[src/hdl/exec_pkg.sv]
package exec_pkg;

  // Operations handed to the executor, already decoded
  typedef enum logic [4:0] {
    nop_op,
    bit_copy_to_flag_op,
    flag_to_reg_bit_op,
    flag_set_op,
    flag_clear_op,
    carry_set_op,
    carry_clear_op,
    global_irq_enable_op,
    global_irq_disable_op,
    pointer_read_op,
    displaced_pointer_read_op,
    direct_memory_read_op,
    pointer_write_op,
    displaced_pointer_write_op,
    direct_memory_write_op,
    program_memory_read_op,
    stack_push_op,
    stack_pop_op,
    sleep_op,
    watchdog_restart_op,
    break_op
  } op_t;

  // Pointer register choice
  typedef enum logic [1:0] {
    ptr_x,
    ptr_y,
    ptr_z
  } ptr_sel_t;

  // Pointer addressing forms
  typedef enum logic [1:0] {
    ptr_plain,
    ptr_post_inc,
    ptr_pre_dec
  } ptr_mode_t;

  // Execution phases
  typedef enum logic [1:0] {
    ph_idle,
    ph_data,
    ph_prog1,
    ph_prog2
  } phase_t;

  // Flag positions inside flag_register
  localparam logic [2:0] FLAG_C = 3'h0;
  localparam logic [2:0] FLAG_Z = 3'h1;
  localparam logic [2:0] FLAG_N = 3'h2;
  localparam logic [2:0] FLAG_V = 3'h3;
  localparam logic [2:0] FLAG_S = 3'h4;
  localparam logic [2:0] FLAG_H = 3'h5;
  localparam logic [2:0] FLAG_T = 3'h6;
  localparam logic [2:0] FLAG_I = 3'h7;

  // Low register of each pointer pair, and the implied target
  localparam logic [4:0] PTR_X_LO = 5'h1a;
  localparam logic [4:0] PTR_Y_LO = 5'h1c;
  localparam logic [4:0] PTR_Z_LO = 5'h1e;
  localparam logic [4:0] REG_R0 = 5'h00;

  // Reset values
  localparam logic [7:0] FLAGS_RESET = 8'h00;
  localparam logic [7:0] REG_RESET = 8'h00;
  localparam logic [15:0] SP_RESET = 16'hffff;

endpackage

[src/hdl/pointer_address_unit.sv]
`timescale 1ns/1ps
module pointer_address_unit
  import exec_pkg::*;
(
  // Pointer and addressing form
  input wire logic [15:0] ptr,
  input wire exec_pkg::ptr_mode_t mode,
  input wire logic displaced,
  input wire logic [5:0] disp,
  // Results
  output logic [15:0] addr,
  output logic [15:0] new_ptr,
  output logic writeback
);

  // Effective address and updated pointer, wrapping at 16 bits
  always_comb begin
    addr = ptr;
    new_ptr = ptr;
    writeback = 1'b0;
    if (displaced) begin
      // Base plus offset, pointer untouched
      addr = ptr + {10'h000, disp};
    end else begin
      unique case (mode)
        ptr_plain: begin
          addr = ptr;
        end
        ptr_post_inc: begin
          // Use then step up
          new_ptr = ptr + 16'h0001;
          writeback = 1'b1;
        end
        ptr_pre_dec: begin
          // Step down then use
          new_ptr = ptr - 16'h0001;
          addr = ptr - 16'h0001;
          writeback = 1'b1;
        end
        default: begin
          addr = ptr;
        end
      endcase
    end
  end

endmodule

[src/hdl/status_flag_unit.sv]
`timescale 1ns/1ps
module status_flag_unit
  import exec_pkg::*;
(
  // Current flags and operation
  input wire logic [7:0] flags,
  input wire exec_pkg::op_t op,
  input wire logic [2:0] flag_sel,
  input wire logic src_bit,
  // Updated flags
  output logic [7:0] next_flags
);

  // Touch exactly one flag, or none
  always_comb begin
    next_flags = flags;
    unique case (op)
      bit_copy_to_flag_op: next_flags[FLAG_T] = src_bit;
      flag_set_op: next_flags[flag_sel] = 1'b1;
      flag_clear_op: next_flags[flag_sel] = 1'b0;
      carry_set_op: next_flags[FLAG_C] = 1'b1;
      carry_clear_op: next_flags[FLAG_C] = 1'b0;
      global_irq_enable_op: next_flags[FLAG_I] = 1'b1;
      global_irq_disable_op: next_flags[FLAG_I] = 1'b0;
      default: next_flags = flags;
    endcase
  end

endmodule

[src/hdl/flag_and_data_transfer_exec.sv]
// Contract
// - Bit copy sets T flag, one cycle
// - T flag into register bit, one cycle
// - Each flag op changes one flag, one cycle
// - Pointer read two cycles, optional post-increment
// - Pre-decrement pointer, then read, two cycles
// - Read at Y/Z plus offset, pointer kept
// - Direct address read, two cycles, no flags
// - Pointer write two cycles, optional post-increment
// - Pre-decrement pointer, then write, two cycles
// - Write at Y/Z plus offset, pointer kept
// - Direct address write, two cycles, no flags
// - Program read via Z, three cycles, R0 default
// - Stack push two cycles, no flags
// - Stack pop two cycles, no flags
// - Sleep one cycle, no flags
// - Watchdog restart one cycle, pulses restart
// - Break only signals debug, no flags
`timescale 1ns/1ps
module flag_and_data_transfer_exec
  import exec_pkg::*;
#(
  parameter logic [15:0] SP_INIT = SP_RESET
) (
  // Clock and reset
  input wire logic clk_sys,
  input wire logic resetn,
  // Decoded operation
  input wire logic op_valid,
  input wire exec_pkg::op_t op,
  input wire logic [4:0] op_dest,
  input wire logic [4:0] op_src,
  input wire logic [2:0] op_bit,
  input wire exec_pkg::ptr_sel_t op_ptr,
  input wire exec_pkg::ptr_mode_t op_mode,
  input wire logic [5:0] op_disp,
  input wire logic [15:0] op_addr,
  input wire logic op_implied,
  output logic busy,
  output logic done,
  // Register file side load while idle, peek at any time
  input wire logic rf_load,
  input wire logic [4:0] rf_load_addr,
  input wire logic [7:0] rf_load_data,
  input wire logic [4:0] rf_peek_addr,
  output logic [7:0] rf_peek_data,
  output logic [7:0] flag_register,
  output logic [15:0] stack_pointer,
  // Data memory and stack
  output logic [15:0] dm_addr,
  output logic [7:0] dm_wdata,
  output logic dm_we,
  output logic dm_re,
  input wire logic [7:0] dm_rdata,
  // Program memory
  output logic [15:0] pm_addr,
  output logic pm_re,
  input wire logic [7:0] pm_rdata,
  // Control strobes
  output logic sleep_req,
  output logic wdt_restart,
  output logic break_req
);

  // Low register index of a pointer pair
  function automatic logic [4:0] ptr_lo(input ptr_sel_t sel);
    unique case (sel)
      ptr_x: ptr_lo = PTR_X_LO;
      ptr_y: ptr_lo = PTR_Y_LO;
      ptr_z: ptr_lo = PTR_Z_LO;
      default: ptr_lo = PTR_Z_LO;
    endcase
  endfunction

  // Reset synchroniser
  logic rst_meta, rst_n;
  // Architectural state
  logic [7:0] regs [32];
  logic [7:0] next_regs [32];
  logic [7:0] next_flag_register;
  logic [15:0] next_stack_pointer;
  // Sequencing state
  phase_t phase, next_phase;
  logic [4:0] pend_dest; // Register awaiting read data
  logic [4:0] next_pend_dest;
  logic pend_load; // Data phase ends with a register load
  logic next_pend_load;
  // Registered outputs
  logic next_busy, next_done, next_sleep_req, next_wdt_restart;
  logic next_break_req, next_dm_we, next_dm_re, next_pm_re;
  logic [7:0] next_rf_peek_data, next_dm_wdata;
  logic [15:0] next_dm_addr, next_pm_addr;
  // Helper results
  logic [4:0] lo_idx; // Selected pointer low register
  logic [15:0] ptr_val; // Selected pointer value
  logic [15:0] z_val; // Z pointer value
  logic use_disp; // Displaced addressing form
  logic disp_ok; // Displacement only through Y or Z
  logic [15:0] agu_addr, agu_ptr, pgu_addr, pgu_ptr; // Address results
  logic agu_wb, pgu_wb; // Pointer write-back requests
  logic [7:0] fu_flags; // Flag unit result

  // Release reset through two flops
  always_ff @(posedge clk_sys or negedge resetn) begin
    if (!resetn) begin
      rst_meta <= 1'b0;
      rst_n <= 1'b0;
    end else begin
      rst_meta <= 1'b1;
      rst_n <= rst_meta;
    end
  end
  // Pointer selection
  assign lo_idx = ptr_lo(op_ptr);
  assign ptr_val = {regs[lo_idx + 5'h01], regs[lo_idx]};
  assign z_val = {regs[PTR_Z_LO + 5'h01], regs[PTR_Z_LO]};
  assign use_disp = (op == displaced_pointer_read_op) ||
                    (op == displaced_pointer_write_op);
  assign disp_ok = (op_ptr != ptr_x);
  // Data memory address generation
  pointer_address_unit data_agu (
    .ptr(ptr_val),
    .mode(op_mode),
    .displaced(use_disp),
    .disp(op_disp),
    .addr(agu_addr),
    .new_ptr(agu_ptr),
    .writeback(agu_wb)
  );
  // Program memory address generation, Z only
  pointer_address_unit prog_agu (
    .ptr(z_val),
    .mode((op_mode == ptr_post_inc) ? ptr_post_inc : ptr_plain),
    .displaced(1'b0),
    .disp(6'h00),
    .addr(pgu_addr),
    .new_ptr(pgu_ptr),
    .writeback(pgu_wb)
  );
  // Single flag updates
  status_flag_unit flag_fu (
    .flags(flag_register),
    .op(op),
    .flag_sel(op_bit),
    .src_bit(regs[op_src][op_bit]),
    .next_flags(fu_flags)
  );
  // Next state of the whole executor
  always_comb begin
    next_regs = regs;
    next_flag_register = flag_register;
    next_stack_pointer = stack_pointer;
    next_phase = phase;
    next_pend_dest = pend_dest;
    next_pend_load = pend_load;
    next_done = 1'b0;
    next_rf_peek_data = regs[rf_peek_addr];
    next_dm_addr = dm_addr;
    next_dm_wdata = dm_wdata;
    next_dm_we = 1'b0;
    next_dm_re = 1'b0;
    next_pm_addr = pm_addr;
    next_pm_re = 1'b0;
    next_sleep_req = 1'b0;
    next_wdt_restart = 1'b0;
    next_break_req = 1'b0;
    unique case (phase)
      ph_idle: begin
        if (op_valid) begin
          next_done = 1'b1; // One-cycle ops finish here
          unique case (op)
            bit_copy_to_flag_op: begin
              next_flag_register = fu_flags;
            end
            flag_to_reg_bit_op: begin
              // Flags untouched
              next_regs[op_dest][op_bit] = flag_register[FLAG_T];
            end
            flag_set_op, flag_clear_op, carry_set_op, carry_clear_op,
            global_irq_enable_op, global_irq_disable_op: begin
              next_flag_register = fu_flags;
            end
            pointer_read_op, displaced_pointer_read_op: begin
              if (!use_disp || disp_ok) begin
                // Read at pointer form address
                next_dm_addr = agu_addr;
                next_dm_re = 1'b1;
                next_pend_load = 1'b1;
                next_pend_dest = op_dest;
                next_phase = ph_data;
                next_done = 1'b0;
              end
            end
            direct_memory_read_op: begin
              next_dm_addr = op_addr;
              next_dm_re = 1'b1;
              next_pend_load = 1'b1;
              next_pend_dest = op_dest;
              next_phase = ph_data;
              next_done = 1'b0;
            end
            pointer_write_op, displaced_pointer_write_op: begin
              if (!use_disp || disp_ok) begin
                // Write at pointer form address
                next_dm_addr = agu_addr;
                next_dm_wdata = regs[op_src];
                next_dm_we = 1'b1;
                next_pend_load = 1'b0;
                next_phase = ph_data;
                next_done = 1'b0;
              end
            end
            direct_memory_write_op: begin
              next_dm_addr = op_addr;
              next_dm_wdata = regs[op_src];
              next_dm_we = 1'b1;
              next_pend_load = 1'b0;
              next_phase = ph_data;
              next_done = 1'b0;
            end
            program_memory_read_op: begin
              // Z addressed, R0 when implied
              next_pm_addr = pgu_addr;
              next_pm_re = 1'b1;
              next_pend_dest = op_implied ? REG_R0 : op_dest;
              next_phase = ph_prog1;
              next_done = 1'b0;
              if (pgu_wb && !op_implied) begin
                next_regs[PTR_Z_LO] = pgu_ptr[7:0];
                next_regs[PTR_Z_LO + 5'h01] = pgu_ptr[15:8];
              end
            end
            stack_push_op: begin
              // Store then step down
              next_dm_addr = stack_pointer;
              next_dm_wdata = regs[op_src];
              next_dm_we = 1'b1;
              next_stack_pointer = stack_pointer - 16'h0001;
              next_pend_load = 1'b0;
              next_phase = ph_data;
              next_done = 1'b0;
            end
            stack_pop_op: begin
              // Step up then read
              next_dm_addr = stack_pointer + 16'h0001;
              next_dm_re = 1'b1;
              next_stack_pointer = stack_pointer + 16'h0001;
              next_pend_load = 1'b1;
              next_pend_dest = op_dest;
              next_phase = ph_data;
              next_done = 1'b0;
            end
            sleep_op: next_sleep_req = 1'b1;
            watchdog_restart_op: next_wdt_restart = 1'b1;
            break_op: next_break_req = 1'b1;
            default: next_done = 1'b1; // No-op
          endcase
          // Pointer write-back for data forms
          if ((op == pointer_read_op || op == pointer_write_op) &&
              agu_wb) begin
            next_regs[lo_idx] = agu_ptr[7:0];
            next_regs[lo_idx + 5'h01] = agu_ptr[15:8];
          end
        end else if (rf_load) begin
          // Side load only while idle
          next_regs[rf_load_addr] = rf_load_data;
        end
      end
      ph_data: begin
        // Second cycle of data memory access
        if (pend_load) begin
          next_regs[pend_dest] = dm_rdata;
        end
        next_done = 1'b1;
        next_phase = ph_idle;
      end
      ph_prog1: begin
        // Program memory read latency
        next_pm_re = 1'b1;
        next_phase = ph_prog2;
      end
      ph_prog2: begin
        next_regs[pend_dest] = pm_rdata;
        next_done = 1'b1;
        next_phase = ph_idle;
      end
    endcase
    next_busy = (next_phase != ph_idle);
  end

  // Register all state
  always_ff @(posedge clk_sys or negedge rst_n) begin
    if (!rst_n) begin
      regs <= '{default: REG_RESET};
      flag_register <= FLAGS_RESET;
      stack_pointer <= SP_INIT;
      phase <= ph_idle;
      pend_dest <= 5'h00;
      pend_load <= 1'b0;
      busy <= 1'b0;
      done <= 1'b0;
      rf_peek_data <= REG_RESET;
      dm_addr <= 16'h0000;
      dm_wdata <= 8'h00;
      dm_we <= 1'b0;
      dm_re <= 1'b0;
      pm_addr <= 16'h0000;
      pm_re <= 1'b0;
      sleep_req <= 1'b0;
      wdt_restart <= 1'b0;
      break_req <= 1'b0;
    end else begin
      regs <= next_regs;
      flag_register <= next_flag_register;
      stack_pointer <= next_stack_pointer;
      phase <= next_phase;
      pend_dest <= next_pend_dest;
      pend_load <= next_pend_load;
      busy <= next_busy;
      done <= next_done;
      rf_peek_data <= next_rf_peek_data;
      dm_addr <= next_dm_addr;
      dm_wdata <= next_dm_wdata;
      dm_we <= next_dm_we;
      dm_re <= next_dm_re;
      pm_addr <= next_pm_addr;
      pm_re <= next_pm_re;
      sleep_req <= next_sleep_req;
      wdt_restart <= next_wdt_restart;
      break_req <= next_break_req;
    end
  end

endmodule

[config.mk]
export PLATFORM = sky130hd
export DESIGN_NAME = flag_and_data_transfer_exec
export DESIGN_NICKNAME = d
export VERILOG_FILES = /design/src/hdl/exec_pkg.sv /design/src/hdl/pointer_address_unit.sv /design/src/hdl/status_flag_unit.sv /design/src/hdl/flag_and_data_transfer_exec.sv
export SDC_FILE = /design/constraint.sdc
export NUM_CORES = 2
export LEC_CHECK = 0
export BUFFER_PORTS_ARGS = -buffer_cell sky130_fd_sc_hd__buf_2
export CORE_UTILIZATION = 35
export CTS_CLUSTER_DIAMETER = 40
export CTS_CLUSTER_SIZE = 8
export DETAILED_ROUTE_END_ITERATION = 8
export PLACE_DENSITY = 0.48
export SLEW_MARGIN = 20
export SYNTH_ARGS = -nofsm -noshare
export SYNTH_HDL_FRONTEND = slang
export SYNTH_SLANG_ARGS = --single-unit
[constraint.sdc]
create_clock -name clk_sys -period 17.9 [get_ports clk_sys]
set_clock_uncertainty 0.05 [all_clocks]
set_input_delay 3.58 -clock clk_sys [delete_from_list [all_inputs] [get_ports clk_sys]]
set_output_delay 3.58 -clock clk_sys [all_outputs]
set_load 0.1 [all_outputs]
==> flow_summary.toml <==
[status]
status = "complete, but fails checks"
violations = "DRC"

[detailed_routing]
drt_iter0_drc = 5508
routedWlPerCell_um = 34.0
vias_per_cell = 6.98
vias = 33400
drc_errors = 6
postRouteAntennaNets = 0
drt_wl_total_um = 163000
drt_first_pass_iters = 9

[power]
p_int_uw = 2630
leakagePower_uw = 0.0126
totalPowerFinal_uw = 4990
clkPwrFrac = 0.335
seqPwrFrac = 0.268
pwr-share-comb = 0.396
power_density_nw_per_um2 = 147
switching_share = 0.473
ir_drop_mv = 0.167
power_switching_uw = 2360

[floorplan]
ioPinCount = 163
dieArea_um2 = 85000
die_y_um = 292
initial_core_util = 0.356
fp.dieW_um = 292
rows = 105
core_area_um2 = 82500

[global_routing]
antenna_found_initial = 14
grt_pass1_vias = 30400
overflow = 0
grt_start_max_net_pins = 131
grtUsageTotal = 0.372
grt_pass1_wl_um = 230000

[yosys]
ys_types = 96
synthFlopType = "dfrtp_1"
synth.avg_cell_area_um2 = 8.08
async_flop_share = 1.00
ys_ff_latch = 346
yosysSeqAreaShare = 0.296
syn_inst = 3633
synth_largest_area_cell = "dfrtp_1"
synth_top_cell_area_share = 0.281
synth_edf_count = 0
yosysWarnings = 0
synth_area_leaders = "dfrtp_1 28%, mux4_2 9.5%, o21ai_0 9.5%"
synth_nets = 3727
syn_area_um2 = 29300

[placed_design]
hpwlAfterDp_um = 107000
gp_congestion = 1.02
portBuffers = 162

[worst_hold_path]
hp-class = "reg2reg"
hold_start = "rst_meta"
hold_end = "rst_n"
min_path_cells = 0

[cts]
tritoncts = "built"
cts_hold_buf = 0
cts_buffers = 89
clock_latency_ps = 660
cts.htree.levels = 3
cts_root_buffer = "clkbuf_16"
clock_path_buffers = 3
ctsResizeCount = 0
clk_pin_slew_ps = 40
post_cts_buffers = 0
cts.sinks = 346

[worst_setup_path]
crit_type = "in2reg"
regToRegSetupSlack_ps = 13890
end_kind = "flop"
path_common_cell = "a21oi_1"
required_ps = 18360
start_kind = "input pin"
reg2regPathDepth = 7
worstPathCellList = "buf_2 -> mux2_2 -> o21ai_2 -> inv_2 -> ha_1 -> a21oi_1 -> o211ai_1 -> maj3_1 -> a21oi_1 -> o21ai_0 -> a21oi_1 -> mux2i_1 -> o211ai_1"
cpPeakStageDelay_ps = 500
cp_max_fo = 20
cpMaxStageDelayCell = "buf_2"
critPathArrivalTime_ps = 7290
rr_startpoint = "phase[0]"

[sta]
timing.final.crit_share = 0.382
maxSlewHeadroom = 0.158
fmax_ghz = 0.146
worst-slew-pin-transition_ps = 1260
setup_viol = 0
final_hold_viol_count = 0
tns_ps = 0
finalCriticalPeriod_ps = 6830
whs_ps = 294
slew_viol_final = 0
rsz0062_at_grt = "false"

[finish]
final_layout_size_suffix_gt1_frac = 0.184
syn_to_final_growth_pct = 15.9
fin_nets = 3730

[job]
max_cap_violations = 0
[stage by stage]
stage	area, um2	std cells	worst slack [ps]	utilization
4_1_cts	34000	4778	11180	0.412
2_1_floorplan	29300	3633	7520	-
6_report	34000	4783	11070	0.412
5_1_grt	34000	4779	10870	0.412
3_5_place_dp	30900	4615	10520	0.375
3_3_place_gp	30900	4615	10580	0.375
[power by group through the flow]
| stage | sequential, uW | combinational, uW | clock, uW |
|---|---|---|---|
| finish | 1340 | 1980 | 1670 |
| detailed placement | 1320 | 1900 | 0 |
| global placement | 1320 | 1900 | 0 |
| global route | 1340 | 2050 | 1720 |
| floorplan | 1570 | 976 | 0 |
| CTS | 1310 | 1910 | 1680 |
[cells by family (layout without fill, tap and decap cells)]
logic type                 count (synthesis)  count (layout)  share of synthesized area
AOI/OAI and AO/OA                       1526            1526                      0.313
buffers and inverters                    355             430                     0.0491
other                                      1               6                   0.000128
muxes                                    300             300                      0.159
and+or+nand+nor                         1046            1046                      0.164
xor gates and xnor gates                  46              46                     0.0137
adders and majority gates                 13              13                    0.00537
DFF                                      346             346                      0.296
[worst max-delay path: cells and delay by family]
kind | cells | cell delay [ps]
adder cells (fa/ha/maj) | 2 | 820
multiplexers | 2 | 650
AO/OA/AOI/OAI | 7 | 1530
buffers and inverters | 2 | 680
[layout make-up]
cell class,count,area (um2)
inverter,23,92.6
multi-input combinational,2932,19400
antenna,5,12.5
clock buffer,116,2470
sequential,346,8690
timing repair buffer,244,1450
clock inverter,47,582
tap,1070,1340
fill,8403,48500
[metal layers]
layer  global-route usage  wire (um)  up-vias
met2                0.494      62800     2728
met3                0.146      24500      590
met5               0.0221        367        -
met1                0.517      65700    16100
met4                0.177       9370       27
li1                     -          -    13900
[placed cells by master (no fill, tap or decap), types with 94 or more instances in the layout]
cell and instances:
o21ai_0 555, nand2_1 443, a21oi_1 390, dfrtp_1 328, nor2_1 215, buf_2 159
o22ai_1 148, nand3_1 125, mux4_2 124, mux2i_1 105, o221ai_1 94
[Yosys cell counts, types with 20 or more instances]
cell type and count:
dfrtp_1 330, a22oi_1 41, clkbuf_1 253, nor3_1 47, and3_1 20, nand4_1 23, o311ai_0 20, mux2_2 61
xor2_1 23, buf_2 33, nor2_1 228, mux2i_1 105, nor4_1 22, a21oi_1 390, buf_1 37, o211ai_1 25
o31ai_1 58, mux4_2 124, a211oi_1 21, xnor2_1 23, o221ai_1 94, o21ai_0 555, nand2_1 448, a221o_1 21
a31oi_1 34, nor2b_1 20, o22ai_1 148, nand3_1 125
[worst max-delay path by stage]
stage                         start                    endpoint  depth (start not counted)
after floorplan               rst_n  asynchronous set/reset pin                          0
after global placement    op_ptr[0]                 dm_addr[12]                         13
after detailed placement  op_ptr[0]                  dm_addr[6]                         13
after CTS                 op_ptr[0]                  dm_addr[6]                         13
after global routing      op_ptr[1]                  dm_addr[8]                         13
final                     op_ptr[0]                  dm_addr[6]                         13
(Power assumes the default switching activity.)
